===== config.mk =====
export PLATFORM = sky130hd
export DESIGN_NAME = ssp_port
export DESIGN_NICKNAME = d
export VERILOG_FILES = /design/src/logic/ssp_pkg.sv /design/src/logic/ssp_port.sv /design/src/logic/ssp_fifo.sv
export SDC_FILE = /design/constraint.sdc
export NUM_CORES = 1
export LEC_CHECK = 0
export BUFFER_PORTS_ARGS = -buffer_cell sky130_fd_sc_hd__buf_4
export CORE_UTILIZATION = 48
export CTS_CLUSTER_SIZE = 16
export DETAILED_ROUTE_END_ITERATION = 12
export MAX_ROUTING_LAYER = met4
export PLACE_DENSITY_LB_ADDON = 0.2
export SLEW_MARGIN = 20
export SYNTH_ARGS = -nofsm -noshare
export SYNTH_HDL_FRONTEND = slang
export SYNTH_SLANG_ARGS = --single-unit

===== constraint.sdc =====
create_clock -name clk -period 5.04 [get_ports clk]
set_input_delay 0.756 -clock clk [delete_from_list [all_inputs] [get_ports clk]]
set_output_delay 0.756 -clock clk [all_outputs]
set_load 0.01 [all_outputs]

===== src/logic/ssp_pkg.sv =====
`default_nettype none
package ssp_pkg;
  localparam int DW = 16;
  localparam int FIFO_DEPTH = 8;
  localparam logic [3:0] DSS_MAX = 4'hf;
  localparam int CLK_NS = 20;
  // Half period of the serial clock when master, rounded down.
  localparam int SCK_HALF_NS = 80;
  localparam logic [3:0] SCK_HALF_CYC = 4'(SCK_HALF_NS / CLK_NS);
  localparam int PIN_SCK = 0;
  localparam int PIN_FS = 1;
  localparam int PIN_MISO = 2;
  localparam int PIN_MOSI = 3;
  // Select line idles high so the synchroniser resets to that level.
  localparam logic [3:0] PIN_RST = 4'h2;
  localparam logic FS_RST = 1'b1;

  typedef enum logic [1:0] {
    SSP_FMT_SPI = 2'h0,
    SSP_FMT_SSI = 2'h1,
    SSP_FMT_CMD = 2'h2
  } ssp_fmt_t;

  typedef struct packed {
    logic enable;
    logic master;
    ssp_fmt_t fmt;
    logic cpol;
    logic cpha;
    logic [3:0] dss;
  } ssp_cfg_t;

  typedef enum logic [3:0] {
    ST_IDLE = 4'h1,
    ST_SEL = 4'h2,
    ST_SHIFT = 4'h4,
    ST_DONE = 4'h8
  } ssp_state_t;
endpackage
`default_nettype wire


===== src/logic/ssp_port.sv =====
// Summary of operation
// - A frame carries 4 to 16 bits, set by the data size field; the code also takes 1 to 3 bits.
// - Outgoing and incoming frames each wait in an eight-frame queue.
// - The port works either as bus master or as bus slave.
// - One master and one slave shift a frame both ways at once.
// - The master makes the serial clock and the slave takes it in.
// - Clock polarity is selectable in the SPI format, else active high.
// - The clock toggles only inside a frame and otherwise idles or floats.
// - As master the select goes active before data and drops after it, except in the pulsed format, where it drops before the first clock.
// - The active level of the select follows the frame format.
// - As slave the incoming select marks when master data is valid.
// - The master-in line is driven as slave and sampled as master.
// - An unselected slave leaves the master-in line undriven, except in the pulsed format, where it drives it until the frame ends.
// - The master-out line is driven as master and sampled as slave.
// - Pushes fill the transmit queue and pops empty the receive queue.
`timescale 1ns/1ns
`default_nettype none
module ssp_port
  import ssp_pkg::*;
(
  input wire logic clk,
  input wire logic rst,
  input wire logic ce,
  input wire ssp_cfg_t cfg,
  input wire logic tx_push_valid,
  input wire logic [DW-1:0] tx_push_data,
  output logic tx_push_ready,
  output logic rx_pop_valid,
  input wire logic rx_pop_ready,
  output logic [DW-1:0] rx_pop_data,
  input wire logic wire_serial_clock_i,
  output logic wire_serial_clock_o,
  output logic wire_serial_clock_oe,
  input wire logic frame_sync_line_i,
  output logic frame_sync_line_o,
  output logic frame_sync_line_oe,
  input wire logic miso_i,
  output logic miso_o,
  output logic miso_oe,
  input wire logic mosi_i,
  output logic mosi_o,
  output logic mosi_oe,
  output logic busy,
  output logic overrun
);
  logic [3:0] sync1_r, sync2_r;
  logic [1:0] sync3_r;
  ssp_state_t st_r, st_nxt;
  logic [3:0] half_r;
  logic [4:0] edge_r;
  logic [DW-1:0] tx_sh_r, rx_sh_r;
  logic bit_r, sck_r, fs_r, drv_r, miso_oe_r, slv_busy_r;
  logic busy_r, overrun_r;
  logic [5:0] tog_cnt_r;
  logic tx_out_valid, rx_in_ready;
  logic [DW-1:0] tx_out_data;

  wire logic [3:0] pins_in = {mosi_i, miso_i, frame_sync_line_i,
                              wire_serial_clock_i};

  always_ff @(posedge clk or posedge rst) begin
    if (rst) begin
      sync1_r <= PIN_RST;
      sync2_r <= PIN_RST;
      sync3_r <= PIN_RST[1:0];
    end else if (ce) begin
      sync1_r <= pins_in;
      sync2_r <= sync1_r;
      sync3_r <= sync2_r[1:0];
    end
  end

  wire logic sck_s = sync2_r[PIN_SCK];
  wire logic fs_s = sync2_r[PIN_FS];
  wire logic miso_s = sync2_r[PIN_MISO];
  wire logic mosi_s = sync2_r[PIN_MOSI];
  wire logic is_spi = cfg.fmt == SSP_FMT_SPI;
  wire logic is_ssi = cfg.fmt == SSP_FMT_SSI;
  wire logic cpol_eff = is_spi & cfg.cpol;
  // The synchronous serial format drives on rising and samples on falling.
  wire logic cpha_eff = is_spi ? cfg.cpha : is_ssi;
  wire logic fs_act = is_ssi;
  wire logic mst = cfg.enable & cfg.master;
  wire logic slv = cfg.enable & ~cfg.master;
  wire logic [4:0] last_edge = {cfg.dss, 1'b1};
  wire logic tick = half_r == SCK_HALF_CYC - 4'h1;
  // Master waits for room in the receive queue so no frame is lost.
  wire logic m_start = mst & (st_r == ST_IDLE) & tx_out_valid
                       & rx_in_ready;
  wire logic fs_fall = sync3_r[PIN_FS] & ~fs_s;
  wire logic fs_rise = ~sync3_r[PIN_FS] & fs_s;
  wire logic fs_sel = fs_s == fs_act;
  wire logic s_start = slv & ~slv_busy_r & (is_ssi ? fs_rise : fs_fall);
  wire logic s_abort = slv_busy_r & ~is_ssi & ~fs_sel;
  wire logic sck_edge = sck_s ^ sync3_r[PIN_SCK];
  wire logic step = mst ? ((st_r == ST_SHIFT) & tick)
                        : (slv_busy_r & sck_edge & ~s_abort);
  wire logic lead = ~edge_r[0];
  wire logic do_sample = step & (lead ^ cpha_eff);
  wire logic do_out = step & ~(lead ^ cpha_eff);
  wire logic frame_done = step & (edge_r == last_edge);
  wire logic load = m_start | s_start;
  wire logic tx_pop = m_start | (s_start & tx_out_valid);
  // A slave with nothing queued answers with zeros.
  wire logic [DW-1:0] tx_word = tx_out_valid ? tx_out_data : '0;
  wire logic [DW-1:0] tx_align = tx_word << (DSS_MAX - cfg.dss);
  wire logic sin = mst ? miso_s : mosi_s;
  wire logic [DW-1:0] rx_word = do_sample ? {rx_sh_r[DW-2:0], sin}
                                          : rx_sh_r;
  wire logic rx_push = frame_done & rx_in_ready;
  wire logic overrun_nxt = frame_done & ~rx_in_ready;
  wire logic [DW-1:0] tx_sh_nxt =
    load ? (cpha_eff ? tx_align : {tx_align[DW-2:0], 1'b0}) :
    do_out ? {tx_sh_r[DW-2:0], 1'b0} : tx_sh_r;
  wire logic bit_nxt = load ? (cpha_eff ? bit_r : tx_align[DW-1]) :
                       do_out ? tx_sh_r[DW-1] : bit_r;
  wire logic [DW-1:0] rx_sh_nxt = load ? '0 : rx_word;
  wire logic [4:0] edge_nxt = load ? '0 :
                              step ? 5'(edge_r + 5'h1) : edge_r;
  wire logic slv_busy_nxt = s_start ? 1'b1 :
    (frame_done | s_abort | ~slv) ? 1'b0 : slv_busy_r;
  wire logic [3:0] half_nxt = (st_r == ST_IDLE || tick) ? '0
                              : 4'(half_r + 4'h1);
  // Toggles only in the shift state, so it always ends at idle level.
  wire logic sck_nxt = (st_r == ST_SHIFT) ? (sck_r ^ step)
                                          : cpol_eff;
  wire logic fs_on = (st_nxt == ST_SEL)
    | (~is_ssi & (st_nxt == ST_SHIFT || st_nxt == ST_DONE));
  wire logic fs_nxt = fs_on ? fs_act : ~fs_act;
  wire logic miso_oe_nxt = slv & (is_ssi ? slv_busy_nxt : fs_sel);

  always_comb begin
    st_nxt = st_r;
    case (st_r)
      ST_IDLE: if (m_start) st_nxt = ST_SEL;
      ST_SEL: if (tick) st_nxt = ST_SHIFT;
      ST_SHIFT: if (frame_done) st_nxt = ST_DONE;
      ST_DONE: if (tick) st_nxt = ST_IDLE;
      default: st_nxt = ST_IDLE;
    endcase
    if (!mst) begin
      st_nxt = ST_IDLE;
    end
  end

  always_ff @(posedge clk or posedge rst) begin
    if (rst) begin
      st_r <= ST_IDLE;
      half_r <= '0;
      edge_r <= '0;
      slv_busy_r <= 1'b0;
    end else if (ce) begin
      st_r <= st_nxt;
      half_r <= half_nxt;
      edge_r <= edge_nxt;
      slv_busy_r <= slv_busy_nxt;
    end
  end

  always_ff @(posedge clk or posedge rst) begin
    if (rst) begin
      tx_sh_r <= '0;
      rx_sh_r <= '0;
      bit_r <= 1'b0;
    end else if (ce) begin
      tx_sh_r <= tx_sh_nxt;
      rx_sh_r <= rx_sh_nxt;
      bit_r <= bit_nxt;
    end
  end

  always_ff @(posedge clk or posedge rst) begin
    if (rst) begin
      sck_r <= 1'b0;
      fs_r <= FS_RST;
      drv_r <= 1'b0;
      miso_oe_r <= 1'b0;
      busy_r <= 1'b0;
      overrun_r <= 1'b0;
    end else if (ce) begin
      sck_r <= sck_nxt;
      fs_r <= fs_nxt;
      drv_r <= mst;
      miso_oe_r <= miso_oe_nxt;
      busy_r <= (st_nxt != ST_IDLE) | slv_busy_nxt;
      overrun_r <= overrun_nxt;
    end
  end

  ssp_fifo #(.W(DW), .D(FIFO_DEPTH)) u_tx_fifo (
    .clk(clk),
    .rst(rst),
    .ce(ce),
    .in_valid(tx_push_valid),
    .in_ready(tx_push_ready),
    .in_data(tx_push_data),
    .out_valid(tx_out_valid),
    .out_ready(tx_pop),
    .out_data(tx_out_data)
  );

  ssp_fifo #(.W(DW), .D(FIFO_DEPTH)) u_rx_fifo (
    .clk(clk),
    .rst(rst),
    .ce(ce),
    .in_valid(rx_push),
    .in_ready(rx_in_ready),
    .in_data(rx_word),
    .out_valid(rx_pop_valid),
    .out_ready(rx_pop_ready),
    .out_data(rx_pop_data)
  );

  assign wire_serial_clock_o = sck_r;
  assign wire_serial_clock_oe = drv_r;
  assign frame_sync_line_o = fs_r;
  assign frame_sync_line_oe = drv_r;
  assign mosi_o = bit_r;
  assign mosi_oe = drv_r;
  assign miso_o = bit_r;
  assign miso_oe = miso_oe_r;
  assign busy = busy_r;
  assign overrun = overrun_r;

  // Counts clock toggles written during a master frame.
  always_ff @(posedge clk or posedge rst) begin
    if (rst) begin
      tog_cnt_r <= '0;
    end else if (ce) begin
      if (m_start) begin
        tog_cnt_r <= '0;
      end else if (sck_nxt != sck_r && st_r == ST_SHIFT) begin
        tog_cnt_r <= 6'(tog_cnt_r + 6'h1);
      end
    end
  end
endmodule
`default_nettype wire


===== src/logic/ssp_fifo.sv =====
`timescale 1ns/1ns
`default_nettype none
module ssp_fifo #(
  parameter int W = 16,
  parameter int D = 32
) (
  input wire logic clk,
  input wire logic rst,
  input wire logic ce,
  input wire logic in_valid,
  output logic in_ready,
  input wire logic [W-1:0] in_data,
  output logic out_valid,
  input wire logic out_ready,
  output logic [W-1:0] out_data
);
  localparam int AW = $clog2(D);
  localparam logic [AW:0] FULL = (AW+1)'(D);
  localparam logic [AW:0] ONE = (AW+1)'(1);

  logic [W-1:0] mem_r [D];
  logic [AW-1:0] wr_r, rd_r;
  logic [AW:0] cnt_r;
  logic in_ready_r, out_valid_r;
  logic [W-1:0] out_data_r;

  wire logic push = in_valid & in_ready_r;
  wire logic pop = out_valid_r & out_ready;
  wire logic [AW-1:0] wr_nxt = push ? AW'(wr_r + 1'b1) : wr_r;
  wire logic [AW-1:0] rd_nxt = pop ? AW'(rd_r + 1'b1) : rd_r;
  wire logic [AW:0] cnt_nxt = cnt_r + (push ? ONE : '0) - (pop ? ONE : '0);
  // The head word is kept in a register so readers see a flop.
  wire logic [W-1:0] out_data_nxt =
    (push && wr_r == rd_nxt) ? in_data : mem_r[rd_nxt];

  genvar g;
  generate
    for (g = 0; g < D; g++) begin : g_entry
      always_ff @(posedge clk) begin
        if (ce && push && wr_r == AW'(g)) begin
          mem_r[g] <= in_data;
        end
      end
    end
  endgenerate

  always_ff @(posedge clk or posedge rst) begin
    if (rst) begin
      wr_r <= '0;
      rd_r <= '0;
      cnt_r <= '0;
      in_ready_r <= 1'b1;
      out_valid_r <= 1'b0;
      out_data_r <= '0;
    end else if (ce) begin
      wr_r <= wr_nxt;
      rd_r <= rd_nxt;
      cnt_r <= cnt_nxt;
      in_ready_r <= cnt_nxt != FULL;
      out_valid_r <= cnt_nxt != '0;
      out_data_r <= out_data_nxt;
    end
  end

  assign in_ready = in_ready_r;
  assign out_valid = out_valid_r;
  assign out_data = out_data_r;
endmodule
`default_nettype wire


== Word level (Yosys, flattened, before mapping) ==
Memory sizes are Yosys's and may differ from the RTL's.
Index checks and enable logic that the tools add are counted.

* Flip-flop bits (word level): 119
* Output and inout bits: 28
* Bits of input ports: 35
* Bits in writable memories: 256
* Memory bits (read-only): 0
* Memories: 2
* Latch bits: 0
* Word-level logic and storage cells: 277

* Mux-type cells: 109
* $add $sub $neg: 11
* Reduce and logical (&&, ||, !) cells: 48
* Bitwise gates (word level): 47
* Multipliers: 0
* Eq/ne operators: 31
* Div/mod/pow operators: 0
* Order comparisons: 0
* Shift-type cells: 1

{| class="wikitable"
|+ Memories
! name !! words !! width !! read ports !! clocked after memory_dff !! write ports !! RTL line !! text
|-
| u_rx_fifo.mem_r || 8 || 16 || 1 || 0 || 1 || ssp_fifo.sv:21 || <nowiki>logic [W-1:0] mem_r [D];</nowiki>
|-
| u_tx_fifo.mem_r || 8 || 16 || 1 || 0 || 1 || ssp_fifo.sv:21 ||
|}

{| class="wikitable"
|+ Operator list
! cell !! count
|-
| $mux W16 || 22
|-
| $reduce_or A16 Y1 || 14
|-
| $mux W1 || 62
|-
| $mux W3 || 16
|-
| $and A1 B1 Y1 || 27
|-
| $eq A3 B3 Y1 const B || 8
|-
| $mux W4 || 6
|-
| $logic_and A1 B1 Y1 || 20
|-
| $pmux W4 S4 || 1
|-
| $shl A16 B4 Y16 || 1
|-
| $add A3 B1 Y3 const B || 4
|-
| $eq A3 B2 Y1 const B || 4
|-
| $eq A4 B2 Y1 const B || 3
|-
| $not A1 Y1 || 11
|-
| $mux W5 || 2
|-
| $add A4 B4 Y4 || 2
|-
| $eq A4 B3 Y1 const B || 2
|-
| $eq A4 B4 Y1 const B || 2
|-
| $ne A4 B4 Y1 const B || 2
|-
| $reduce_and A2 Y1 || 4
|-
| $reduce_bool A4 Y1 || 2
|-
| $sub A4 B4 Y4 || 2
|-
| $eq A3 B1 Y1 const B || 2
|-
| $eq A3 B3 Y1 || 2
|-
| other kinds (16) || 26
|}

== Depth between registers and ports, before layout ==
* Depth in word-level cells: 22
* Depth in mapped cells: 13
* Depth with buffers taken out: 13

== Modules after synthesis ==
A second synthesis with hierarchy kept.

* Cells, all modules: 1744
* Area total of the unflattened synthesis: 19357.3 um2

{| class="wikitable"
|+ By module, submodules not included
! module !! instances !! area an instance (um2) !! cells an instance !! seq. area each (um2)
|-
| ssp_fifo (u_rx_fifo) || 1 || 7601.0 || 645 || 4545.6
|-
| ssp_fifo (u_tx_fifo) || 1 || 7568.5 || 649 || 4545.6
|-
| ssp_port || 1 || 4187.8 || 450 || 1582.8
|}

== Worst setup path after synthesis ==
OpenSTA, ideal clock, no wires.

* Kind: in2reg
* From: in cfg[7] in the netlist's numbering
* To: reg u_tx_fifo.out_valid_r (netlist: u_tx_fifo.out_valid)
* Stages: 12
* Path buffers: 0
* Library setup time: 0.137 ns
* Data required time: 4.903 ns
* Arrival time: 2.992 ns
* Setup slack: 1.911 ns
* Cell sequence: and4bb_2 > a21oi_2 > o41ai_4 > ha_1 > inv_1 > ha_1 > inv_1 > fa_1 > nand2_1 > nor3_1 > nor2b_1 > a21oi_1

* Word-level cells in the longest chain between the ends: 9

{| class="wikitable"
|+ Ends and longest elaborated chain
! item !! RTL line !! text
|-
| start: declaration || ssp_port.sv:24 || <nowiki>input wire ssp_cfg_t cfg,</nowiki>
|-
| $eq A2 B1 Y1 || ssp_port.sv:78 || <nowiki>wire logic is_ssi = cfg.fmt == SSP_FMT_SSI;</nowiki>
|-
| $mux W1 || ssp_port.sv:93 || <nowiki>wire logic s_start = slv & ~slv_busy_r & (is_ssi ? fs_rise : fs_fall);</nowiki>
|-
| $and A1 B1 Y1 || ssp_port.sv:93 ||
|-
| $and A1 B1 Y1 || ssp_port.sv:103 || <nowiki>wire logic tx_pop = m_start | (s_start & tx_out_valid);</nowiki>
|-
| $or A1 B1 Y1 || ssp_port.sv:103 ||
|-
| $and A1 B1 Y1 || ssp_fifo.sv:28 || <nowiki>wire logic pop = out_valid_r & out_ready;</nowiki>
|-
| $mux W1 || ssp_fifo.sv:31 || <nowiki>wire logic [AW:0] cnt_nxt = cnt_r + (push ? ONE : '0) - (pop ? ONE : '0);</nowiki>
|-
| $sub A4 B4 Y4 || ssp_fifo.sv:31 ||
|-
| $reduce_bool A4 Y1 || ssp_fifo.sv:60 || <nowiki>out_valid_r <= cnt_nxt != '0;</nowiki>
|-
| end signal: assignment || ssp_fifo.sv:53 || <nowiki>out_valid_r <= 1'b0;</nowiki>
|-
| end signal: assignment || ssp_fifo.sv:60 ||
|-
| end: declaration || ssp_fifo.sv:24 || <nowiki>logic in_ready_r, out_valid_r;</nowiki>
|}

Every way passes these cells.
A chain may end at the register's enable or synchronous reset.

== Worst setup path in the final report ==
* From: reg half_r[0]
* To: mem u_rx_fifo.mem_r[7][2] (enable)

* Word-level cells in the longest chain between the ends: 18
* Elaborated cells between the ends (all ways): 52
* Classes of those cells: eq/ne: 1; mux: 31; bitwise: 4; reduce/logical: 16

{| class="wikitable"
|+ Ends and longest elaborated chain
! item !! RTL line !! text
|-
| start: declaration || ssp_port.sv:49 || <nowiki>logic [3:0] half_r;</nowiki>
|-
| start signal: assignment || ssp_port.sv:154 || <nowiki>half_r <= half_nxt;</nowiki>
|-
| $eq A4 B2 Y1 (*) || ssp_port.sv:86 || <nowiki>wire logic tick = half_r == SCK_HALF_CYC - 4'h1;</nowiki>
|-
| $and A1 B1 Y1 (*) || ssp_port.sv:96 || <nowiki>wire logic step = mst ? ((st_r == ST_SHIFT) & tick)</nowiki>
|-
| $mux W1 (*) || ssp_port.sv:96 ||
|-
| $and A1 B1 Y1 (*) || ssp_port.sv:101 || <nowiki>wire logic frame_done = step & (edge_r == last_edge);</nowiki>
|-
| $and A1 B1 Y1 (*) || ssp_port.sv:110 || <nowiki>wire logic rx_push = frame_done & rx_in_ready;</nowiki>
|-
| $and A1 B1 Y1 (*) || ssp_fifo.sv:27 || <nowiki>wire logic push = in_valid & in_ready_r;</nowiki>
|-
| $logic_and A1 B1 Y1 (*) || ssp_fifo.sv:40 || <nowiki>if (ce && push && wr_r == AW'(g)) begin</nowiki>
|-
| $logic_and A1 B1 Y1 || ssp_fifo.sv:40 ||
|-
| $mux W1 || ssp_fifo.sv:40 ||
|-
| $mux W1 (implied by the code) || ssp_fifo.sv:41 || <nowiki>mem_r[g] <= in_data;</nowiki>
|-
| $reduce_or A16 Y1 (no line) || - ||
|-
| $mux W3 (no line) or $mux W1 (tied branches) (7 in a row) || - ||
|-
| end: declaration || ssp_fifo.sv:21 ||
|}

Every way passes the cells marked *; elsewhere a longest branch is shown, timed or not.

==> impl_metrics.csv <==
group,metric,value,unit
status,status,"complete, no violations",
synthesis,synth_edf_count,256,
hold_path,min_path_type,"input port to asynchronous set/reset pin",
clock_tree,cts_buffers,40,
critical_path,worstPathRequired,5.21,ns
clock_tree,post_cts_buffers,0,
sta,hold_viol,0,
synthesis,synth_flop_cell,"edfxtp_1",
clock_tree,cts_tree,"yes",
synthesis,synth_nets,1234,
synthesis,synth_top_area_share,45.4,%
clock_tree,root_buffer,"clkbuf_16",
synthesis,synth_cell_type_count,66,
detailed_routing,drcViolationCount,0,
synthesis,synth-simple-area-share,5.82,%
synthesis,ys_seq_area_share,63.0,%
power,p_clk_share,29.6,%
floorplanning,initial_utilization,48.9,%
floorplanning,rows,68,
job,max_cap_violations,0,
critical_path,rrSetupSlack,1.59,ns
cells_and_area,nFillCells,2765,
detailed_routing,drt-initial-drc-count,626,
cells_and_area,drive_above_1_share,21.8,%
clock_tree,cts_hold_buf,0,
synthesis,syn_inst,1173,
global_route,first_global_vias,9694,
critical_path,cp-end-kind,"flop",
floorplanning,core_area,34600,um2
placement,portBuffers,62,
power,switchingPower,0.00319,W
synthesis,synth.area.top_cells,"edfxtp_1, dfrtp_1, mux2i_1",
clock_tree,ctsLongestPathBuffers,3,
power,sw_frac_of_total,31.0,%
critical_path,cp_max_fo,16,
synthesis,ys_ff_latch,375,
critical_path,arrival,3.62,ns
synthesis,synthMuxAreaShare,16.5,%
global_route,antenna_found_initial,1,
synthesis,netlist_area,17000,um2
synthesis,synthArstFlopShare,31.7,%
cells_and_area,area_growth,13.4,%
cells_and_area,final_cell_mix,"edfxtp_1, mux2i_1, dfrtp_1, mux2_2, buf_4",
critical_path,cp-start-kind,"flop",
clock_tree,cts.reportedPaths.clkPinSlew,0.06,ns
floorplanning,io_pins,63,
floorplanning,die_h,190,um
placement,gp_congestion,0.803,
sta,finalSetupTns,0,ns
clock_tree,ctsResizeCount,0,
detailed_routing,first_pass_iters,5,
synthesis,synthAdderAreaFrac,2.01,%
power,seq_power_share,38.4,%
cells_and_area,multiInputGateArea,5820,um2
synthesis,synth_largest_area_cell,"edfxtp_1",
floorplanning,die_area,36100,um2
critical_path,timing_worst_setup_path_type,"flop to flop",
power,cellLeakagePower,7.65,nW
cells_and_area,layout_commonest_cell,"edfxtp_1",
sta,final.min_clock_period,3.45,ns
cells_and_area,finalNetCount,1292,
sta,final_max_slew_viol_count,0,
floorplanning,die_width,190,um
synthesis,synth_top_family_by_area,"multiplexers",
clock_tree,cts_sinks,375,
cells_and_area,stdcell_count,1719,
sta,setup_viol,0,
global_route,grt_pass1_wl,55600,um
sta,rsz0062_at_grt,"false",
sta,maxSlewHeadroom,23.3,%
clock_tree,clk_latency,0.57,ns
sta,fmax,0.290,GHz
synthesis,avgSynthCellArea,14.5,um2
global_route,grt_max_degree,91,
synthesis,yosysWarnings,0,
global_route,grt_usage,21.0,%
detailed_routing,num_vias,9761,
placement,placed_cells,1644,
detailed_routing,via_per_inst,5.68,
detailed_routing,wire_per_inst,20.7,um
power,p_per_area,535,nW/um2
sta,worstMarginPinSlew,1.15,ns
clock_tree,cts.htree.levels,2,
power,ir_drop,0.308,mV
sta,fin_skew,0.0208,ns
power,internal_power,0.00709,W
synthesis,synth_compound_area_share,7.95,%
global_route,overflow,0,
detailed_routing,wl,35600,um
sta,min_period_over_period,68.4,%
power,combPwrFrac,31.9,%
synthesis,synth_xor_xnor_area_share,1.81,%
cells_and_area,area.sequential,10700,um2
detailed_routing,drtAntennaViolNets,0,
placement,hpwl,21200,um
## layer usage
layer | vias up | global-route usage (%) | wire (um)
met1 | 4928 | 29.6 | 16800
met5 | - | - | 0
met4 | 0 | 6.82 | 805
met2 | 221 | 31.0 | 16200
li1 | 4549 | - | -
met3 | 63 | 3.56 | 1760
## cell usage after synthesis, types with 20 or more instances
master,number
mux2_2,84
a21oi_1,27
mux2i_1,127
inv_1,43
ha_1,24
clkbuf_1,33
mux4_2,24
nor2_1,37
xnor2_1,23
o21ai_0,51
dfrtp_1,112
nor2b_1,20
edfxtp_1,256
nand2_1,65
## final timing paths
path                            startpoint                     to  cells after the start
worst max-delay path             half_r[0]  u_rx_fifo.mem_r[7][2]                      7
worst min-delay path                   rst            tx_sh_r[12]                      2
worst max register to register   half_r[0]  u_rx_fifo.mem_r[7][2]                      7
worst min register to register  tx_sh_r[9]             tx_sh_r[9]                      2
max in group asynchronous              rst             sync1_r[1]                      3
min in group clk                    mosi_i             sync1_r[3]                      2
## state kept, by name, summed over array words and instances (netlist names), 5 cells and up
register and cells:
tx_sh_r 16, rx_sh_r 16, u_tx_fifo.mem_r 128, edge_r 5, u_rx_fifo.mem_r 128, u_tx_fifo.out_data 16
u_rx_fifo.out_data 16
## worst max-delay path, stage by stage (launching register included)
cell,delay [ns]
dfrtp_1,0.38
ha_1,0.18
nor3b_1,0.50
and3_1,0.29
a41oi_2,0.10
nor2_4,0.28
and3_1,0.43
and2_1,0.89
## final cells by class
class                           count  area share, %
Sequential cell                   375           55.5
Multi-Input combinational cell    689           30.3
Clock buffer                       51           5.64
Timing Repair Buffer               82           3.27
Tap cell                          455           2.96
Clock inverter                     23           1.42
Inverter                           43          0.866
Antenna cell                        1         0.0130
## stage by stage
| step | total power, W | setup slack [ns] | util (%) | cell area (um2) | hold slack, ns |
|---|---|---|---|---|---|
| final | 0.0103 | 1.59 | 55.5 | 19200 | 0.384 |
| after global routing | 0.0108 | 1.34 | 55.5 | 19200 | 0.421 |
| after CTS | 0.0104 | 1.60 | 55.5 | 19200 | 0.407 |
| after detailed placement | 0.00731 | 1.38 | 51.6 | 17900 | 0.471 |
| after global placement | 0.00726 | 1.43 | 51.6 | 17900 | 0.464 |
| after floorplan | 0.00646 | 1.14 | - | 17000 | 0.449 |
## cells by family after synthesis
kind of cell,count (synthesis)
and+or+nand+nor,191
AOI/OAI and AO/OA,199
DFF,375
adders and majority gates,26
buffers and inverters,109
xor gates and xnor gates,35
muxes,238
## power by group through the flow
stage          Clock [W]  Combinational (W)  Sequential (W)
3_3_place_gp           0            0.00327         0.00400
5_1_grt          0.00321            0.00358         0.00400
4_1_cts          0.00310            0.00331         0.00395
2_1_floorplan          0            0.00253         0.00393
6_report         0.00305            0.00328         0.00395
3_5_place_dp           0            0.00330         0.00401
(Power assumes the default switching activity.)
